$ cat config.mk
export PLATFORM = sky130hd
export DESIGN_NAME = trs_trace_ctl
export DESIGN_NICKNAME = d
export VERILOG_FILES = /design/src/hdl/trs_pkg.sv /design/src/hdl/trs_match.sv /design/src/hdl/trs_slot.sv /design/src/hdl/trs_trace_ctl.sv
export SDC_FILE = /design/constraint.sdc
export NUM_CORES = 1
export LEC_CHECK = 0
export ABC_AREA = 0
export BUFFER_PORTS_ARGS = -buffer_cell sky130_fd_sc_hd__buf_2
export CAP_MARGIN = 20
export CORE_ASPECT_RATIO = 0.5
export CORE_MARGIN = 8
export CORE_UTILIZATION = 60
export DETAILED_ROUTE_END_ITERATION = 8
export GPL_TIMING_DRIVEN = 0
export PLACE_DENSITY_LB_ADDON = 0.25
export SLEW_MARGIN = 20
export SYNTH_ARGS = -nofsm -noshare
export SYNTH_HDL_FRONTEND = slang
export SYNTH_SLANG_ARGS = --single-unit
$ cat constraint.sdc
create_clock -name ref_clk -period 7.8 [get_ports ref_clk]
set_clock_uncertainty 0.1 [all_clocks]
set_input_delay 0.78 -clock ref_clk [delete_from_list [all_inputs] [get_ports ref_clk]]
set_output_delay 0.78 -clock ref_clk [all_outputs]
set_load 0.05 [all_outputs]
$ cat src/hdl/trs_pkg.sv
package trs_pkg;

    localparam int          RS_DEPTH          = 8;
    localparam int          REG_ADDR_W        = 8;

    // Register byte offsets
    localparam logic [7:0]  REG_MAIN_CTRL     = 8'h00;
    localparam logic [7:0]  REG_CFG_CODE_EXT  = 8'h04;
    localparam logic [7:0]  REG_STATUS        = 8'h08;

    // main_control_register fields
    localparam int          CTRL_RS_EN_POS    = 0;
    localparam int          CTRL_CTX_EN_POS   = 1;
    localparam int          CTRL_REV11_POS    = 2;
    localparam logic        CTRL_RS_EN_RST    = 1'b0;
    localparam logic        CTRL_CTX_EN_RST   = 1'b0;
    localparam logic        CTRL_REV11_RST    = 1'b0;

    // config_code_extension_register fields
    localparam int          CCER_RS_IMPL_POS  = 23;

    // Status fields
    localparam int          STAT_LAST_NS_POS  = 0;
    localparam int          STAT_SEC_PEND_POS = 1;
    localparam logic        LAST_NS_RST       = 1'b0;

    typedef logic [1:0] trs_isa_t;

    typedef enum logic [1:0] {
        WP_DIRECT,
        WP_INDIRECT,
        WP_EXCEPTION,
        WP_EXC_RETURN
    } trs_wp_kind_t;

    typedef enum logic [1:0] {
        ATOM_NONE,
        ATOM_E,
        ATOM_N
    } trs_atom_t;

    typedef enum logic [2:0] {
        SLOT_HOLD,
        SLOT_PUSH,
        SLOT_POP,
        SLOT_REPLACE,
        SLOT_CLEAR
    } trs_slot_op_t;

    typedef struct packed {
        logic        valid;
        logic [31:0] addr;
        trs_isa_t    isa;
        logic        ns;
    } trs_entry_t;

    typedef struct packed {
        logic         valid;
        trs_wp_kind_t kind;
        logic         link;
        logic         cond_pass;
        logic [31:0]  target;
        trs_isa_t     target_isa;
        logic         target_ns;
        logic         hyp_change;
        logic [31:0]  ret_addr;
        trs_isa_t     ret_isa;
        logic         ret_ns;
        logic         wpu_needed;
        logic [31:0]  ctx_id;
    } trs_wp_t;

    typedef struct packed {
        logic        valid;
        logic        wpu;
        logic        branch;
        logic        exc;
        logic        ctx;
        trs_atom_t   atom;
        logic [31:0] addr;
        trs_isa_t    isa;
        logic        ns;
        logic [31:0] ctx_id;
    } trs_trace_rec_t;

    typedef struct packed {
        logic                  wr;
        logic                  rd;
        logic [REG_ADDR_W-1:0] addr;
        logic [31:0]           wdata;
    } trs_reg_req_t;

endpackage

$ cat src/hdl/trs_match.sv
module trs_match (
    input  trs_pkg::trs_entry_t top,
    input  wire logic [31:0]    target,
    input  trs_pkg::trs_isa_t   target_isa,
    input  wire logic           target_ns,
    output logic                hit
);
    import trs_pkg::*;

    always_comb begin
        hit = top.valid && (top.addr == target) && (top.isa == target_isa)
              && (top.ns == target_ns);
    end

endmodule

$ cat src/hdl/trs_slot.sv
module trs_slot #(
    parameter bit TOP = 1'b0
) (
    input  wire logic                  ref_clk,
    input  wire logic                  rst_n,
    input  trs_pkg::trs_slot_op_t      op,
    input  trs_pkg::trs_entry_t        newer,
    input  trs_pkg::trs_entry_t        older,
    output trs_pkg::trs_entry_t        entry
);
    import trs_pkg::*;

    trs_entry_t ent_r;
    trs_entry_t ent_nxt;

    always_comb begin
        ent_nxt = ent_r;
        case (op)
            SLOT_PUSH:    ent_nxt = newer;
            SLOT_POP:     ent_nxt = older;
            // Top swaps in the new entry, the rest stay put
            SLOT_REPLACE: ent_nxt = TOP ? newer : ent_r;
            SLOT_CLEAR:   ent_nxt = '0;
            default:      ent_nxt = ent_r;
        endcase
    end

    always_ff @(posedge ref_clk or negedge rst_n) begin
        if (!rst_n) begin
            ent_r <= '0;
        end else begin
            ent_r <= ent_nxt;
        end
    end

    assign entry = ent_r;

endmodule

$ cat src/hdl/trs_trace_ctl.sv
module trs_trace_ctl (
    input  wire logic                ref_clk,
    input  wire logic                rst_n,
    input  trs_pkg::trs_reg_req_t    reg_req,
    output logic [31:0]              reg_rdata,
    input  trs_pkg::trs_wp_t         wp,
    input  wire logic                sec_update,
    input  wire logic                isync_emit,
    output trs_pkg::trs_trace_rec_t  trace_out
);
    import trs_pkg::*;

    typedef struct packed {
        logic           rs_en;
        logic           ctx_en;
        logic           rev11;
        logic           last_ns;
        logic           sec_pending;
        logic           ctx_known;
        logic [31:0]    last_ctx;
        trs_trace_rec_t out;
        logic [31:0]    rdata;
    } trs_state_t;

    trs_state_t   s_r;
    trs_state_t   s_nxt;

    trs_entry_t   ent    [RS_DEPTH];
    trs_entry_t   older  [RS_DEPTH];
    trs_entry_t   newer  [RS_DEPTH];
    trs_entry_t   push_entry;
    trs_slot_op_t slot_op;
    logic         top_hit;

    // Stack as a shift chain, slot 0 holds the most recent entry
    genvar gi;
    generate
        for (gi = 0; gi < RS_DEPTH; gi++) begin : g_slot
            if (gi == 0) begin : g_top
                assign newer[gi] = push_entry;
            end else begin : g_mid
                assign newer[gi] = ent[gi-1];
            end
            if (gi == RS_DEPTH - 1) begin : g_bot
                // Oldest entry falls off the bottom on a push
                assign older[gi] = '0;
            end else begin : g_up
                assign older[gi] = ent[gi+1];
            end
            trs_slot #(
                .TOP   (gi == 0)
            ) u_slot (
                .ref_clk (ref_clk),
                .rst_n   (rst_n),
                .op      (slot_op),
                .newer   (newer[gi]),
                .older   (older[gi]),
                .entry   (ent[gi])
            );
        end
    endgenerate

    trs_match u_match (
        .top        (ent[0]),
        .target     (wp.target),
        .target_isa (wp.target_isa),
        .target_ns  (wp.target_ns),
        .hit        (top_hit)
    );

    always_comb begin
        logic is_ind;
        logic taken;
        logic sec_chg;
        logic no_match;
        logic predict;
        logic emit_branch;
        logic do_pop;
        logic do_push;
        logic push_bad;
        logic ns_after;
        logic [31:0] rval;

        s_nxt       = s_r;
        is_ind      = 1'b0;
        taken       = 1'b0;
        sec_chg     = 1'b0;
        no_match    = 1'b0;
        predict     = 1'b0;
        emit_branch = 1'b0;
        do_pop      = 1'b0;
        do_push     = 1'b0;
        push_bad    = 1'b0;
        ns_after    = s_r.last_ns;
        rval        = '0;
        push_entry  = '0;
        slot_op     = SLOT_HOLD;

        s_nxt.out   = '0;
        s_nxt.rdata = '0;

        // Register writes
        if (reg_req.wr && reg_req.addr == REG_MAIN_CTRL) begin
            s_nxt.rs_en  = reg_req.wdata[CTRL_RS_EN_POS];
            s_nxt.ctx_en = reg_req.wdata[CTRL_CTX_EN_POS];
            s_nxt.rev11  = reg_req.wdata[CTRL_REV11_POS];
        end

        // Register reads, answered one cycle later only
        if (reg_req.rd) begin
            case (reg_req.addr)
                REG_MAIN_CTRL: begin
                    rval[CTRL_RS_EN_POS]  = s_r.rs_en;
                    rval[CTRL_CTX_EN_POS] = s_r.ctx_en;
                    rval[CTRL_REV11_POS]  = s_r.rev11;
                end
                REG_CFG_CODE_EXT: begin
                    rval[CCER_RS_IMPL_POS] = (RS_DEPTH != 0);
                end
                REG_STATUS: begin
                    // Depth and fill level stay hidden
                    rval[STAT_LAST_NS_POS]  = s_r.last_ns;
                    rval[STAT_SEC_PEND_POS] = s_r.sec_pending;
                end
                default: rval = '0;
            endcase
            s_nxt.rdata = rval;
        end

        // Waypoint classification
        is_ind  = (wp.kind == WP_INDIRECT) || (wp.kind == WP_EXC_RETURN);
        taken   = wp.cond_pass || (wp.kind == WP_EXCEPTION);
        sec_chg = s_r.sec_pending || (wp.target_ns != s_r.last_ns);

        // Later revision never predicts special waypoints
        no_match = s_r.rev11 && ((wp.kind == WP_EXC_RETURN) || wp.hyp_change
                   || sec_chg);

        // Prediction only for passing indirect branches and exception returns
        predict = s_r.rs_en && is_ind && wp.cond_pass && top_hit
                  && !sec_chg && !no_match;

        if (wp.valid) begin
            s_nxt.out.valid = 1'b1;
            case (wp.kind)
                WP_EXCEPTION: begin
                    // Stack neither compared nor touched here
                    emit_branch   = 1'b1;
                    s_nxt.out.exc = 1'b1;
                    s_nxt.out.wpu = wp.wpu_needed;
                end
                WP_INDIRECT, WP_EXC_RETURN: begin
                    if (!wp.cond_pass) begin
                        s_nxt.out.atom = ATOM_N;
                    end else if (predict) begin
                        // E atom stands in for the branch packet
                        s_nxt.out.atom = ATOM_E;
                        do_pop         = 1'b1;
                    end else begin
                        emit_branch = 1'b1;
                    end
                end
                WP_DIRECT: begin
                    if (!wp.cond_pass) begin
                        // Security report stays pending
                        s_nxt.out.atom = ATOM_N;
                    end else if (sec_chg) begin
                        emit_branch = 1'b1;
                    end else begin
                        s_nxt.out.atom = ATOM_E;
                    end
                end
                default: s_nxt.out.valid = 1'b0;
            endcase

            if (emit_branch) begin
                // Branch packet carries the target security state
                s_nxt.out.branch  = 1'b1;
                s_nxt.out.addr    = wp.target;
                s_nxt.out.isa     = wp.target_isa;
                s_nxt.out.ns      = wp.target_ns;
                s_nxt.sec_pending = 1'b0;
                ns_after          = wp.target_ns;
                // A return to Secure before any report hides NS
                s_nxt.last_ns     = wp.target_ns;
                if (s_r.ctx_en && (!s_r.ctx_known || wp.ctx_id != s_r.last_ctx)) begin
                    s_nxt.out.ctx    = 1'b1;
                    s_nxt.out.ctx_id = wp.ctx_id;
                    s_nxt.last_ctx   = wp.ctx_id;
                    s_nxt.ctx_known  = 1'b1;
                end
            end

            // Push after compare, whatever its outcome
            do_push = s_r.rs_en && wp.link && wp.cond_pass
                      && ((wp.kind == WP_DIRECT) || (wp.kind == WP_INDIRECT));
            push_bad = do_push && (wp.ret_ns != ns_after);
        end

        // Change made by a register write shows only later
        if (sec_update) begin
            s_nxt.sec_pending = 1'b1;
        end

        push_entry.valid = 1'b1;
        push_entry.addr  = wp.ret_addr;
        push_entry.isa   = wp.ret_isa;
        push_entry.ns    = wp.ret_ns;

        // Clear beats every other stack operation
        if (!s_r.rs_en || isync_emit) begin
            slot_op = SLOT_CLEAR;
        end else if (push_bad) begin
            slot_op = SLOT_CLEAR;
        end else if (do_pop && do_push) begin
            slot_op = SLOT_REPLACE;
        end else if (do_push) begin
            slot_op = SLOT_PUSH;
        end else if (do_pop) begin
            slot_op = SLOT_POP;
        end else begin
            slot_op = SLOT_HOLD;
        end
    end

    always_ff @(posedge ref_clk or negedge rst_n) begin
        if (!rst_n) begin
            s_r             <= '0;
            s_r.rs_en       <= CTRL_RS_EN_RST;
            s_r.ctx_en      <= CTRL_CTX_EN_RST;
            s_r.rev11       <= CTRL_REV11_RST;
            s_r.last_ns     <= LAST_NS_RST;
        end else begin
            s_r <= s_nxt;
        end
    end

    assign trace_out = s_r.out;
    assign reg_rdata = s_r.rdata;

endmodule

; Word level (Yosys, flattened, before mapping)
; Index checks and enable logic that the tools add are counted.
[word_totals]
register_bits = 432
latch_bits = 0
elab_cells = 152
romBits = 0
in_bits = 155
out_inout_bits = 106
ramBits = 0
memories = 0
[classes]
add_sub_neg = 0
shifts = 0
n_reduce_logical = 40
div = 0
n_lt_le_gt_ge = 0
muxes = 47
n_bitwise = 0
n_mul = 0
n_eq_ne = 15
[op_table]
columns = op, count
row1 = case mux 36 bit (3 select lines), 7
row2 = 2-to-1 mux 108 bit, 1
row3 = case mux 36 bit (2 select lines), 1
row4 = 2-to-1 mux 67 bit, 1
row5 = 2-to-1 mux 34 bit, 1
row6 = 2-to-1 mux 33 bit, 1
row7 = equality test 32 bit, 1
row8 = 2-to-1 mux 32 bit, 1
row9 = inequality test 32 bit, 1
row10 = 2-to-1 mux 24 bit, 1
row11 = 2-to-1 mux 1 bit, 23
row12 = logical AND 1 bit, 16
row13 = 2-to-1 mux 2 bit, 5
row14 = "equality test 8 x 3 -> 1 bit, second input constant", 1
row15 = "equality test 8 x 4 -> 1 bit, second input constant", 1
row16 = zero test 8 bit, 1
row17 = case mux 2 bit (2 select lines), 2
row18 = logical OR 1 bit, 7
row19 = "equality test 3 x 2 -> 1 bit, second input constant", 2
row20 = 2-to-1 mux 3 bit, 2
row21 = nonzero test 2 bit, 3
row22 = nonzero test 3 bit, 2
row23 = OR reduction 2 bit, 3
row24 = "equality test 2 bit, second input constant", 2
row25 = other kinds (11), 16

; Logic depth before layout (Yosys ltp)
; Gate-level depths: netlist of run 1.
[logic_depth]
depth_word = 21
mapped_depth = 11
ltp_nobuf = 9

; Hierarchy
; Synthesis of run 1 repeated with hierarchy kept, for this count alone.
[hier_totals]
hier_cells = 2144
area_unflattened_um2 = 23042.1
[by_module_without_submodules]
columns = mod, cells_per_inst, seq_area_each_um2, area_per_inst_um2, n_inst
row1 = trs_slot at g_slot[1].u_slot ..., 210, 900.9, 2172.1, 7
row2 = trs_trace_ctl, 421, 2902.8, 5300.1, 1
row3 = trs_slot at g_slot[0].u_slot, 206, 900.9, 2150.8, 1
row4 = trs_match, 47, 0.0, 386.6, 1

; Least setup slack after synthesis of run 1
; No wires, ideal clock.
[synth_timing]
kind = in2reg
start = input wp[73] (netlist name)
end = register g_slot[3].u_slot.ent_r, in the netlist g_slot[3].u_slot.entry[10]
t_arrival_ns = 3.070
n_path_buf = 3
setup_time_ns = 0.126
required_time_ns = 7.574
slack_ns = 4.504
path_stages = 11
cell_sequence = xnor2_1 -> nand4_1 -> nor4_4 -> a31oi_4 -> mux2i_1 -> xor2_2 -> a31o_1 -> buf_4 -> buf_4 -> buf_4 -> a221o_1
[synth_between]
elab_chain_cells = 20
elab_cells_between_ends = 31
cone_classes = 5 x eq/ne / 17 x mux / 9 x reduce/logical
[synth_lines]
columns = element, line
row1 = from (decl), trs_trace_ctl.sv:6  ; input trs_pkg::trs_wp_t wp,
row2 = equality test 32 bit *, trs_match.sv:11  ; hit = top.valid && (top.addr == target) && (top.isa == target_isa)
row3 = logical AND 1 bit * (2 in a row), trs_match.sv:11
row4 = logical AND 1 bit *, trs_match.sv:12  ; && (top.ns == target_ns);
row5 = logical AND 1 bit *, trs_trace_ctl.sv:140  ; predict = s_r.rs_en && is_ind && wp.cond_pass && top_hit
row6 = logical AND 1 bit * (2 in a row), trs_trace_ctl.sv:141  ; && !sec_chg && !no_match;
row7 = 2-to-1 mux 1 bit, trs_trace_ctl.sv:155  ; end else if (predict) begin
row8 = 2-to-1 mux 1 bit, trs_trace_ctl.sv:153  ; if (!wp.cond_pass) begin
row9 = case mux 1 bit (3 select lines), trs_trace_ctl.sv:145  ; case (wp.kind)
row10 = (+2 left out), n/a
row11 = 2-to-1 mux 1 bit, trs_trace_ctl.sv:143  ; if (wp.valid) begin
row12 = inequality test 1 bit, trs_trace_ctl.sv:197  ; push_bad = do_push && (wp.ret_ns != ns_after);
row13 = logical AND 1 bit, trs_trace_ctl.sv:197
row14 = 2-to-1 mux 1 bit, trs_trace_ctl.sv:143
row15 = 2-to-1 mux 3 bit *, trs_trace_ctl.sv:213  ; end else if (push_bad) begin
row16 = 2-to-1 mux 3 bit *, trs_trace_ctl.sv:211  ; if (!s_r.rs_en || isync_emit) begin
row17 = "equality test 3 bit, or another cell as far along", trs_slot.sv:18  ; case (op)
row18 = case mux 36 bit (3 select lines) or nonzero test 3 bit (tied branches), n/a
row19 = to (signal assigned), trs_slot.sv:32  ; ent_r <= ent_nxt;
row20 = to (decl), trs_slot.sv:13  ; trs_entry_t ent_r;
; Every way passes the cells marked *; elsewhere a longest branch is shown, timed or not. The select of a mux whose other input is x is not followed.
; A chain may end at the register's enable or synchronous reset.

; Worst setup path after layout of run 1
[layout_timing]
start = register s_r[140] (netlist name)
end = register g_slot[5].u_slot.ent_r, in the netlist g_slot[5].u_slot.entry[33]
[layout_between]
elab_chain_cells = 19
elab_cells_between_ends = 34
cone_classes = 5 x eq/ne / 19 x mux / 10 x reduce/logical
[layout_lines]
columns = element, line
row1 = from (decl), trs_trace_ctl.sv:25  ; trs_state_t s_r;
row2 = from (signal assigned), trs_trace_ctl.sv:234  ; s_r <= s_nxt;
row3 = inequality test 1 bit, trs_trace_ctl.sv:133  ; sec_chg = s_r.sec_pending || (wp.target_ns != s_r.last_ns);
row4 = logical OR 1 bit, trs_trace_ctl.sv:133
row5 = logical OR 1 bit, trs_trace_ctl.sv:137  ; || sec_chg);
row6 = logical AND 1 bit, trs_trace_ctl.sv:136  ; no_match = s_r.rev11 && ((wp.kind == WP_EXC_RETURN) || wp.hyp_change
row7 = zero test 1 bit, trs_trace_ctl.sv:141
row8 = logical AND 1 bit, trs_trace_ctl.sv:141
row9 = 2-to-1 mux 1 bit, trs_trace_ctl.sv:155
row10 = 2-to-1 mux 1 bit, trs_trace_ctl.sv:153
row11 = (+3 left out), n/a
row12 = 2-to-1 mux 1 bit, trs_trace_ctl.sv:143
row13 = inequality test 1 bit, trs_trace_ctl.sv:197
row14 = logical AND 1 bit, trs_trace_ctl.sv:197
row15 = 2-to-1 mux 1 bit, trs_trace_ctl.sv:143
row16 = 2-to-1 mux 3 bit *, trs_trace_ctl.sv:213
row17 = 2-to-1 mux 3 bit *, trs_trace_ctl.sv:211
row18 = "equality test 3 bit, or another cell as far along", trs_slot.sv:18
row19 = case mux 36 bit (3 select lines) or nonzero test 3 bit (tied branches), n/a
row20 = to (signal assigned), trs_slot.sv:32
row21 = to (decl), trs_slot.sv:13
; Marked as above.

==> run metrics, run 1 <==
number of I/O pins 261; Pint 3.28 mW; vias in the first global route 13100; Final setup viols 0; Area growth syn-to-layout 16.2%; Starting Density 61.3%; first-pass GRT wire length 72.0 mm; Clock Latency Late Sink 0.55 ns; clock power share 41.0%; Mapped Avg Cell Area 12.3 um^2; layout cells sized above 1 24.8%; Cell Count, Final, Fillers Out 2138; xor/xnor share of the synthesized area 3.38%; Fin Hold WS 0.145 ns; post-CTS sizing 0; Yosys reg bits 404; Synth Area in Simple Gates 13.0%; max-cap viol count 0; IO buf count 203; RSZ-0062 raised after global routing no; slowest CP cell nor3_2; critical-path cell list xor2_1 > a211oi_1 > and4_1 > nand4_1 > nor3_2 > clkbuf_1 > clkbuf_1 > and2_1 > a221o_1; initial antenna violation count 2; Reg power frac 50.6%; Die W 260 um; compound-gate portion of the synthesized area 18.3%; Congestion Overflow GR 0; Synth Warn # 0; Crit path required time 8.17 ns; CTS sink count 404; crit path max fanout 10; outcome finished clean; Bufs and invs on worst path 2; Die H 138 um; setup TNS 0 ns; Placed Cells 2073; hold_buf cts 0; vias 12800; area of the multi-input gates 6370 um^2; Switching Share 24.0%; slew margin rel. 24.8%; worst vdd ir 0.176 mV; Unique masters post-synth 43; Antenna diodes 0; final wirelength 45.6 mm; Setup CP Type reg -> reg; CP delay by family, top simple AND/OR/NAND/NOR gates; DRT antenna net count 0; switching power 1.04 mW; Period minus WS final 3.78 ns; GR Util All Layers 25.5%; Fill cells 2006; Max clock buf depth 3; Post-Synthesis Cells 1448; CP startpoint kind flip-flop; Pleak 10.8 nW; Routed WL per cell 21.3 um; area of the die 35800 um^2; largest net degree at the start of global routing 87; Clock Pin Slew Worst Setup and Hold Paths 0.07 ns; main combinational cell family by area after synthesis compound AO/OA/AOI/OAI gates; Cell Area, Synth 17800 um^2; setup bufs post-CTS 0; maximum clock rate 264 MHz; CTS root buf clkbuf_16; leading cell types in the layout, fill and taps excluded dfrtp_1 (404), and2_1 (251), buf_2 (219); H-tree Lvls 2; row count 44; DRT iter0 DRCs 1154; multiplexer share of the synthesized area 0.477%; final net count 1875; DRC 0; total power 4.32 mW; Final Cycle Share 48.5%; Final Hold Vio Count 0; combinational fraction of design power 8.3%; core area 29100 um^2; arrival time at the worst endpoint 4.16 ns; sequential share of the synthesized area 56.7%; most frequent CP cell clkbuf_1; worst-margin pin slew 1.12 ns; HPWL after DPL 34.4 mm; drt via density 6.00; critical path endpoint category flip-flop; CTS tree done; Slew Limit Fails 0; Hold WC Path Type in -> async; Slowest Stage Delay on Critical Path 0.82 ns; most common cell after layout, fill and taps aside dfrtp_1; TritonCTS Buffers 36; First-pass DRT Iterations 5; GPL Wtd Cong 0.893; PD cells 208 nW/um^2; area of all sequential standard cells 10100 um^2; Synth Area in Adders 0%
cells by family (layout without fill, tap and decap cells):
family / count (synthesis) / count (layout)
simple gates: 387 / 387
xor+xnor: 68 / 68
buf+inv: 215 / 487
compound gates: 365 / 365
flops: 404 / 404
other cells: 1 / 28
mux: 8 / 8
flip-flops by register name, indices dropped and copies added, names as in the netlist:
name                 cells
reg_rdata                4
trace_out               74
s_r                     38
g_slot.u_slot.entry    288
per-stage QoR:
stage	setup WS, ns	utilization (%)	area, um^2
3_5_place_dp	3.62	67.2	19600
3_3_place_gp	-1.39	66.8	19400
5_1_grt	3.86	71.2	20700
4_1_cts	4.09	71.2	20700
6_report	4.02	71.2	20700
2_1_floorplan	4.50	-	17900
synth_stat cells, drive strengths merged:
master   number  share of area [%]
o2bb2ai      28                1.4
a211oi        2              0.084
nand3         9               0.25
nor3          6               0.20
a21o         33                1.4
or4           1              0.042
inv           3              0.063
nand4        16               0.56
a31oi         1               0.12
nor2b         2              0.070
nor3b         3               0.13
o21a          1              0.042
o31ai         1              0.042
a221o       216                 12
o21bai        1              0.042
and2        251                8.8
nor2         42               0.88
a22o         36                1.8
nand2         6               0.13
nand2b        2              0.070
mux2          4               0.25
nor4          9               0.40
xnor2        51                2.5
dfrtp       404                 57
and4          1              0.049
and3         36                1.3
conb          1              0.021
xor2         17               0.88
o21ai        37                1.0
a21oi         8               0.22
or3           1              0.035
buf         166                7.2
clkbuf       46               0.97
and3b         1              0.049
mux2i         4               0.22
a31o          1              0.049
or2           1              0.035
power groups by stage:
stage	Clock [mW]	Combinational [mW]	Sequential, mW
floorplan	0	0.223	2.21
global placement	0	0.342	2.22
detailed placement	0	0.360	2.23
CTS	1.79	0.362	2.19
global route	1.88	0.390	2.19
finish	1.77	0.359	2.19
layout make-up:
type	instances	area share, %
tap	391	2.36
timing repair buffer	207	5.48
sequential	404	48.8
inverter	3	0.0543
multi-input combinational	856	30.7
buffer	212	7.00
clock buffer	54	5.02
clock inverter	11	0.592
worst register-to-register path: stages, from the launching register on:
cell and delay, ns:
dfrtp_1 0.43, xor2_1 0.17, a211oi_1 0.43, and4_1 0.35, nand4_1 0.15, nor3_2 0.82
clkbuf_1 0.50, clkbuf_1 0.46, and2_1 0.21, a221o_1 0.10
path summary, 6_finish.rpt:
check | slack (ns) | cells past startpoint | startpoint | end
max | 4.02 | 9 | s_r[140] | g_slot[5].u_slot.entry[33]
min | 0.15 | 1 | rst_n | s_r[127]
max reg2reg | 4.02 | 9 | s_r[140] | g_slot[5].u_slot.entry[33]
min reg2reg | 0.37 | 1 | s_r[138] | s_r[138]
max in group asynchronous | 5.86 | 4 | rst_n | trace_out[63]
min in group ref_clk | 0.32 | 1 | wp[108] | trace_out[73]
layer usage:
| layer | up-vias | routed length [um] | global-route usage [%] |
|---|---|---|---|
| met5 | - | 22 | 0 |
| met3 | 100 | 4310 | 5.90 |
| met4 | 4 | 1320 | 8.75 |
| li1 | 5753 | - | - |
| met1 | 6383 | 18900 | 34.5 |
| met2 | 578 | 21000 | 40.7 |
No activity file was read; power rests on OpenSTA's default activity.
==> run 2: changes to the inputs <==
--- a/config.mk
+++ b/config.mk
@@ -5,12 +5,12 @@
 export SDC_FILE = /design/constraint.sdc
 export NUM_CORES = 1
 export LEC_CHECK = 0
-export ABC_AREA = 0
+export ABC_AREA = 1
 export BUFFER_PORTS_ARGS = -buffer_cell sky130_fd_sc_hd__buf_2
 export CAP_MARGIN = 20
 export CORE_ASPECT_RATIO = 0.5
 export CORE_MARGIN = 8
-export CORE_UTILIZATION = 60
+export CORE_UTILIZATION = 53
 export DETAILED_ROUTE_END_ITERATION = 8
 export GPL_TIMING_DRIVEN = 0
 export PLACE_DENSITY_LB_ADDON = 0.25
==> constraint.sdc (replaced) <==
create_clock -name ref_clk -period 3.2 [get_ports ref_clk]
set_clock_uncertainty 0.1 [all_clocks]
set_input_delay 0.32 -clock ref_clk [delete_from_list [all_inputs] [get_ports ref_clk]]
set_output_delay 0.32 -clock ref_clk [all_outputs]
set_load 0.05 [all_outputs]
==> run metrics, run 2 <==
initial antenna violation count 5 (+3); largest net degree at the start of global routing 94 (+8.0%); RSZ-0062 raised after global routing yes; Setup CP Type reg -> reg; area of the die 46100 um^2 (+29%); Unique masters post-synth 39 (-9.3%); GR Util All Layers 29.0% (+3.5 points); max reg flops 288 (unchanged); clock power share 40.7% (-0.3 points); Mapped Avg Cell Area 7.60 um^2 (-38%); Clock Latency Late Sink 0.55 ns (about the same); layout cells sized above 1 15.2% (-9.6 points); leading cell types in the layout, fill and taps excluded nand2_1 (855), dfrtp_1 (403), inv_1 (329); Async SR Flop Fraction 100% (unchanged); final net count 3276 (+75%); crit path max fanout 10 (unchanged); Slew Limit Fails 0 (unchanged); most frequent CP cell nand2_1; DRC 0 (unchanged); Clock Pin Slew Worst Setup and Hold Paths 0.06 ns (about the same); Pint 8.37 mW (+150%); CTS root buf clkbuf_16; Reg power frac 47.6% (-3.0 points); max-cap viol count 0 (unchanged); Post-Synthesis Cells 2730 (+89%); IO buf count 203 (unchanged); First-pass DRT Iterations 6 (+1); critical path endpoint category flip-flop; Cell Area, Synth 20700 um^2 (+16%); Final Hold Vio Count 0 (unchanged); Starting Density 53.5% (-7.7 points); Main synth FF type dfrtp_1; worst vdd ir 0.291 mV (+66%); final wirelength 68.1 mm (+49%); H-tree Lvls 2 (unchanged); Switching Share 26.7% (+2.7 points); sequential share of the synthesized area 48.8% (-7.9 points); Final Cycle Share 97.9% (+49 points); critical-path cell list inv_1 > nand2_1 > nand2_1 > inv_1 > nand2_1 > nor2_1 > nand2_1 > nor2_1 > nand3_1 > nand3_1 > nand3_1 > nand3_2 > nand2_1 > a21oi_4 > buf_12 > buf_4 > clkbuf_4 > nand3_1 > nand2_1; number of flops mapped to enable cells by yosys 0 (unchanged); PD cells 452 nW/um^2 (+120%); core area 38700 um^2 (+33%); Fin Hold WS 0.0137 ns (-0.132 ns); Synth top area share 48.8% (-7.9 points); combinational fraction of design power 11.7% (+3.4 points); top post-synthesis cells by area dfrtp_1 (49%), nand2_1 (15%), nand3_1 (7.3%), nand4_1 (6.9%), inv_1 (6.0%); row count 51 (+16%); DRT antenna net count 0 (unchanged); Yosys reg bits 404 (unchanged); worst-margin pin slew 0.869 ns (-0.250 ns); CP startpoint kind flip-flop; synth cell count leaders nand2_1 (855), dfrtp_1 (404), inv_1 (329); Die H 156 um (+13%); count leader, synth nand2_1; Max clock buf depth 3 (unchanged); maximum clock rate 319 MHz (+21%); Area growth syn-to-layout 21.7%; vias in the first global route 19700 (+51%); Synth Warn # 0 (unchanged); Pleak 14.1 nW (+31%); setup TNS 0 ns (unchanged); CTS sink count 404 (unchanged); first-pass GRT wire length 107 mm (+49%); Die W 296 um (+14%); drt via density 5.49 (-8.4%); DRT iter0 DRCs 2116 (+83%); arrival time at the worst endpoint 3.50 ns (-0.66 ns); Slowest Stage Delay on Critical Path 0.55 ns (-0.27 ns); DP Area 22600 um^2 (+16%); switching power 3.04 mW (+190%); Routed WL per cell 18.5 um (-13%); number of I/O pins 261 (unchanged); Final setup viols 0 (unchanged); outcome finished clean; most common cell after layout, fill and taps aside nand2_1; Congestion Overflow GR 0 (unchanged); Hold WC Path Type in -> reg; slew margin rel. 42.1% (+17 points); Crit path required time 3.57 ns (-4.60 ns); Period minus WS final 3.13 ns (-0.651 ns); area leader, netlist dfrtp_1; vias 20300 (+58%); GPL Wtd Cong 0.940 (+5.3%); slowest CP cell dfrtp_1; HPWL after DPL 48.5 mm (+41%); CTS tree done; Final Cell Area 25200 um^2 (+22%); TritonCTS Buffers 38 (+5.6%)
==> run 2: cell count changes in the layout (fill, tap and decap cells not counted), sizes merged, moves of 32 or more <==
cell / before / now
and2: 251 / 3
dlygate4sd3: 0 / 113
a21o: 33 / 0
and3: 36 / 2
clkbuf: 100 / 156
inv: 5 / 330
nor2: 42 / 132
nand3: 9 / 304
nand2: 6 / 855
xnor2: 51 / 19
a21oi: 8 / 43
a221o: 216 / 0
nand4: 16 / 231
a22o: 36 / 0
==> run 2: area by class of cell <==
type	count	area (um^2)
buffer	285	1630
clock buffer	59	1170
tap	530	663
inverter	332	1250
clock inverter	9	76.3
multi-input combinational	1734	7960
timing repair buffer	326	2350
antenna	9	22.5
sequential	404	10100
fill	3197	13500
==> run 2: logic make-up (layout without fill, tap and decap cells) <==
logic type | Yosys count | in the layout | share of synthesized area [%]
AOI/OAI and AO/OA | 126 | 126 | 3.35
xor gates and xnor gates | 30 | 30 | 1.27
buffers and inverters | 619 | 1011 | 13.5
DFF | 404 | 404 | 48.8
muxes | 1 | 1 | 0.0543
other | 1 | 37 | 0.0181
and+or+nand+nor | 1549 | 1549 | 33.0
==> run 2: per-stage QoR <==
stage          setup slack, ns  power (mW)  utilization, %  instances
6_report                0.0670        11.4            65.2       3688
5_1_grt                -0.0815        11.8            65.1       3684
4_1_cts                0.00640        11.4            64.7       3677
3_5_place_dp            -0.480        6.69            58.4       3494
3_3_place_gp             -6.40        6.64            58.1       3490
2_1_floorplan            0.916        6.21               -       2757
==> run 2: power by group through the flow <==
stage	Sequential [mW]	Combinational, mW	Clock (mW)
finish	5.43	1.34	4.64
global route	5.44	1.46	4.87
CTS	5.42	1.30	4.65
detailed placement	5.51	1.17	0
global placement	5.51	1.13	0
floorplan	5.46	0.749	0
==> run 2: path summary, 6_finish.rpt <==
path | start | endpoint | slack (ns) | cells past startpoint
min in group asynchronous | rst_n | g_slot[7].u_slot.entry[29] | 0.24 | 2
max | g_slot[0].u_slot.entry[32] | g_slot[5].u_slot.entry[19] | 0.07 | 19
max in group asynchronous | rst_n | s_r[131] | 1.05 | 5
min | reg_req[32] | reg_rdata[0] | 0.01 | 4
min reg2reg | s_r[138] | s_r[138] | 0.38 | 1
max reg2reg | g_slot[0].u_slot.entry[32] | g_slot[5].u_slot.entry[19] | 0.07 | 19
==> run 2: per-layer routing <==
metal / global-route usage [%] / share of wire (%) / up-vias
li1: - / - / 9401
met1: 37.4 / 39 / 9445
met2: 47.4 / 47 / 1171
met3: 6.19 / 10 / 238
met4: 11.9 / 4.3 / 0
met5: 0 / 0 / -
==> run 2: critical path, delay by kind of cell (launching register included) <==
family / cells / cell delay [ns]
compound gates: 1 / 0.18
buf+inv: 5 / 0.77
simple gates: 13 / 1.47
flops: 1 / 0.55
==> run 2: repair_timing <==
| item | 4_1_cts | 5_1_grt |
|---|---|---|
| resized for setup | 11 | 67 |
| gates cloned | 0 | 0 |
| hold buffers | 113 | 0 |
| endpoints found under the hold margin | 203 | 0 |
| buffers inserted | 2 | 4 |
| pin swaps | 0 | 2 |
| setup endpoints to repair | 206 | 276 |
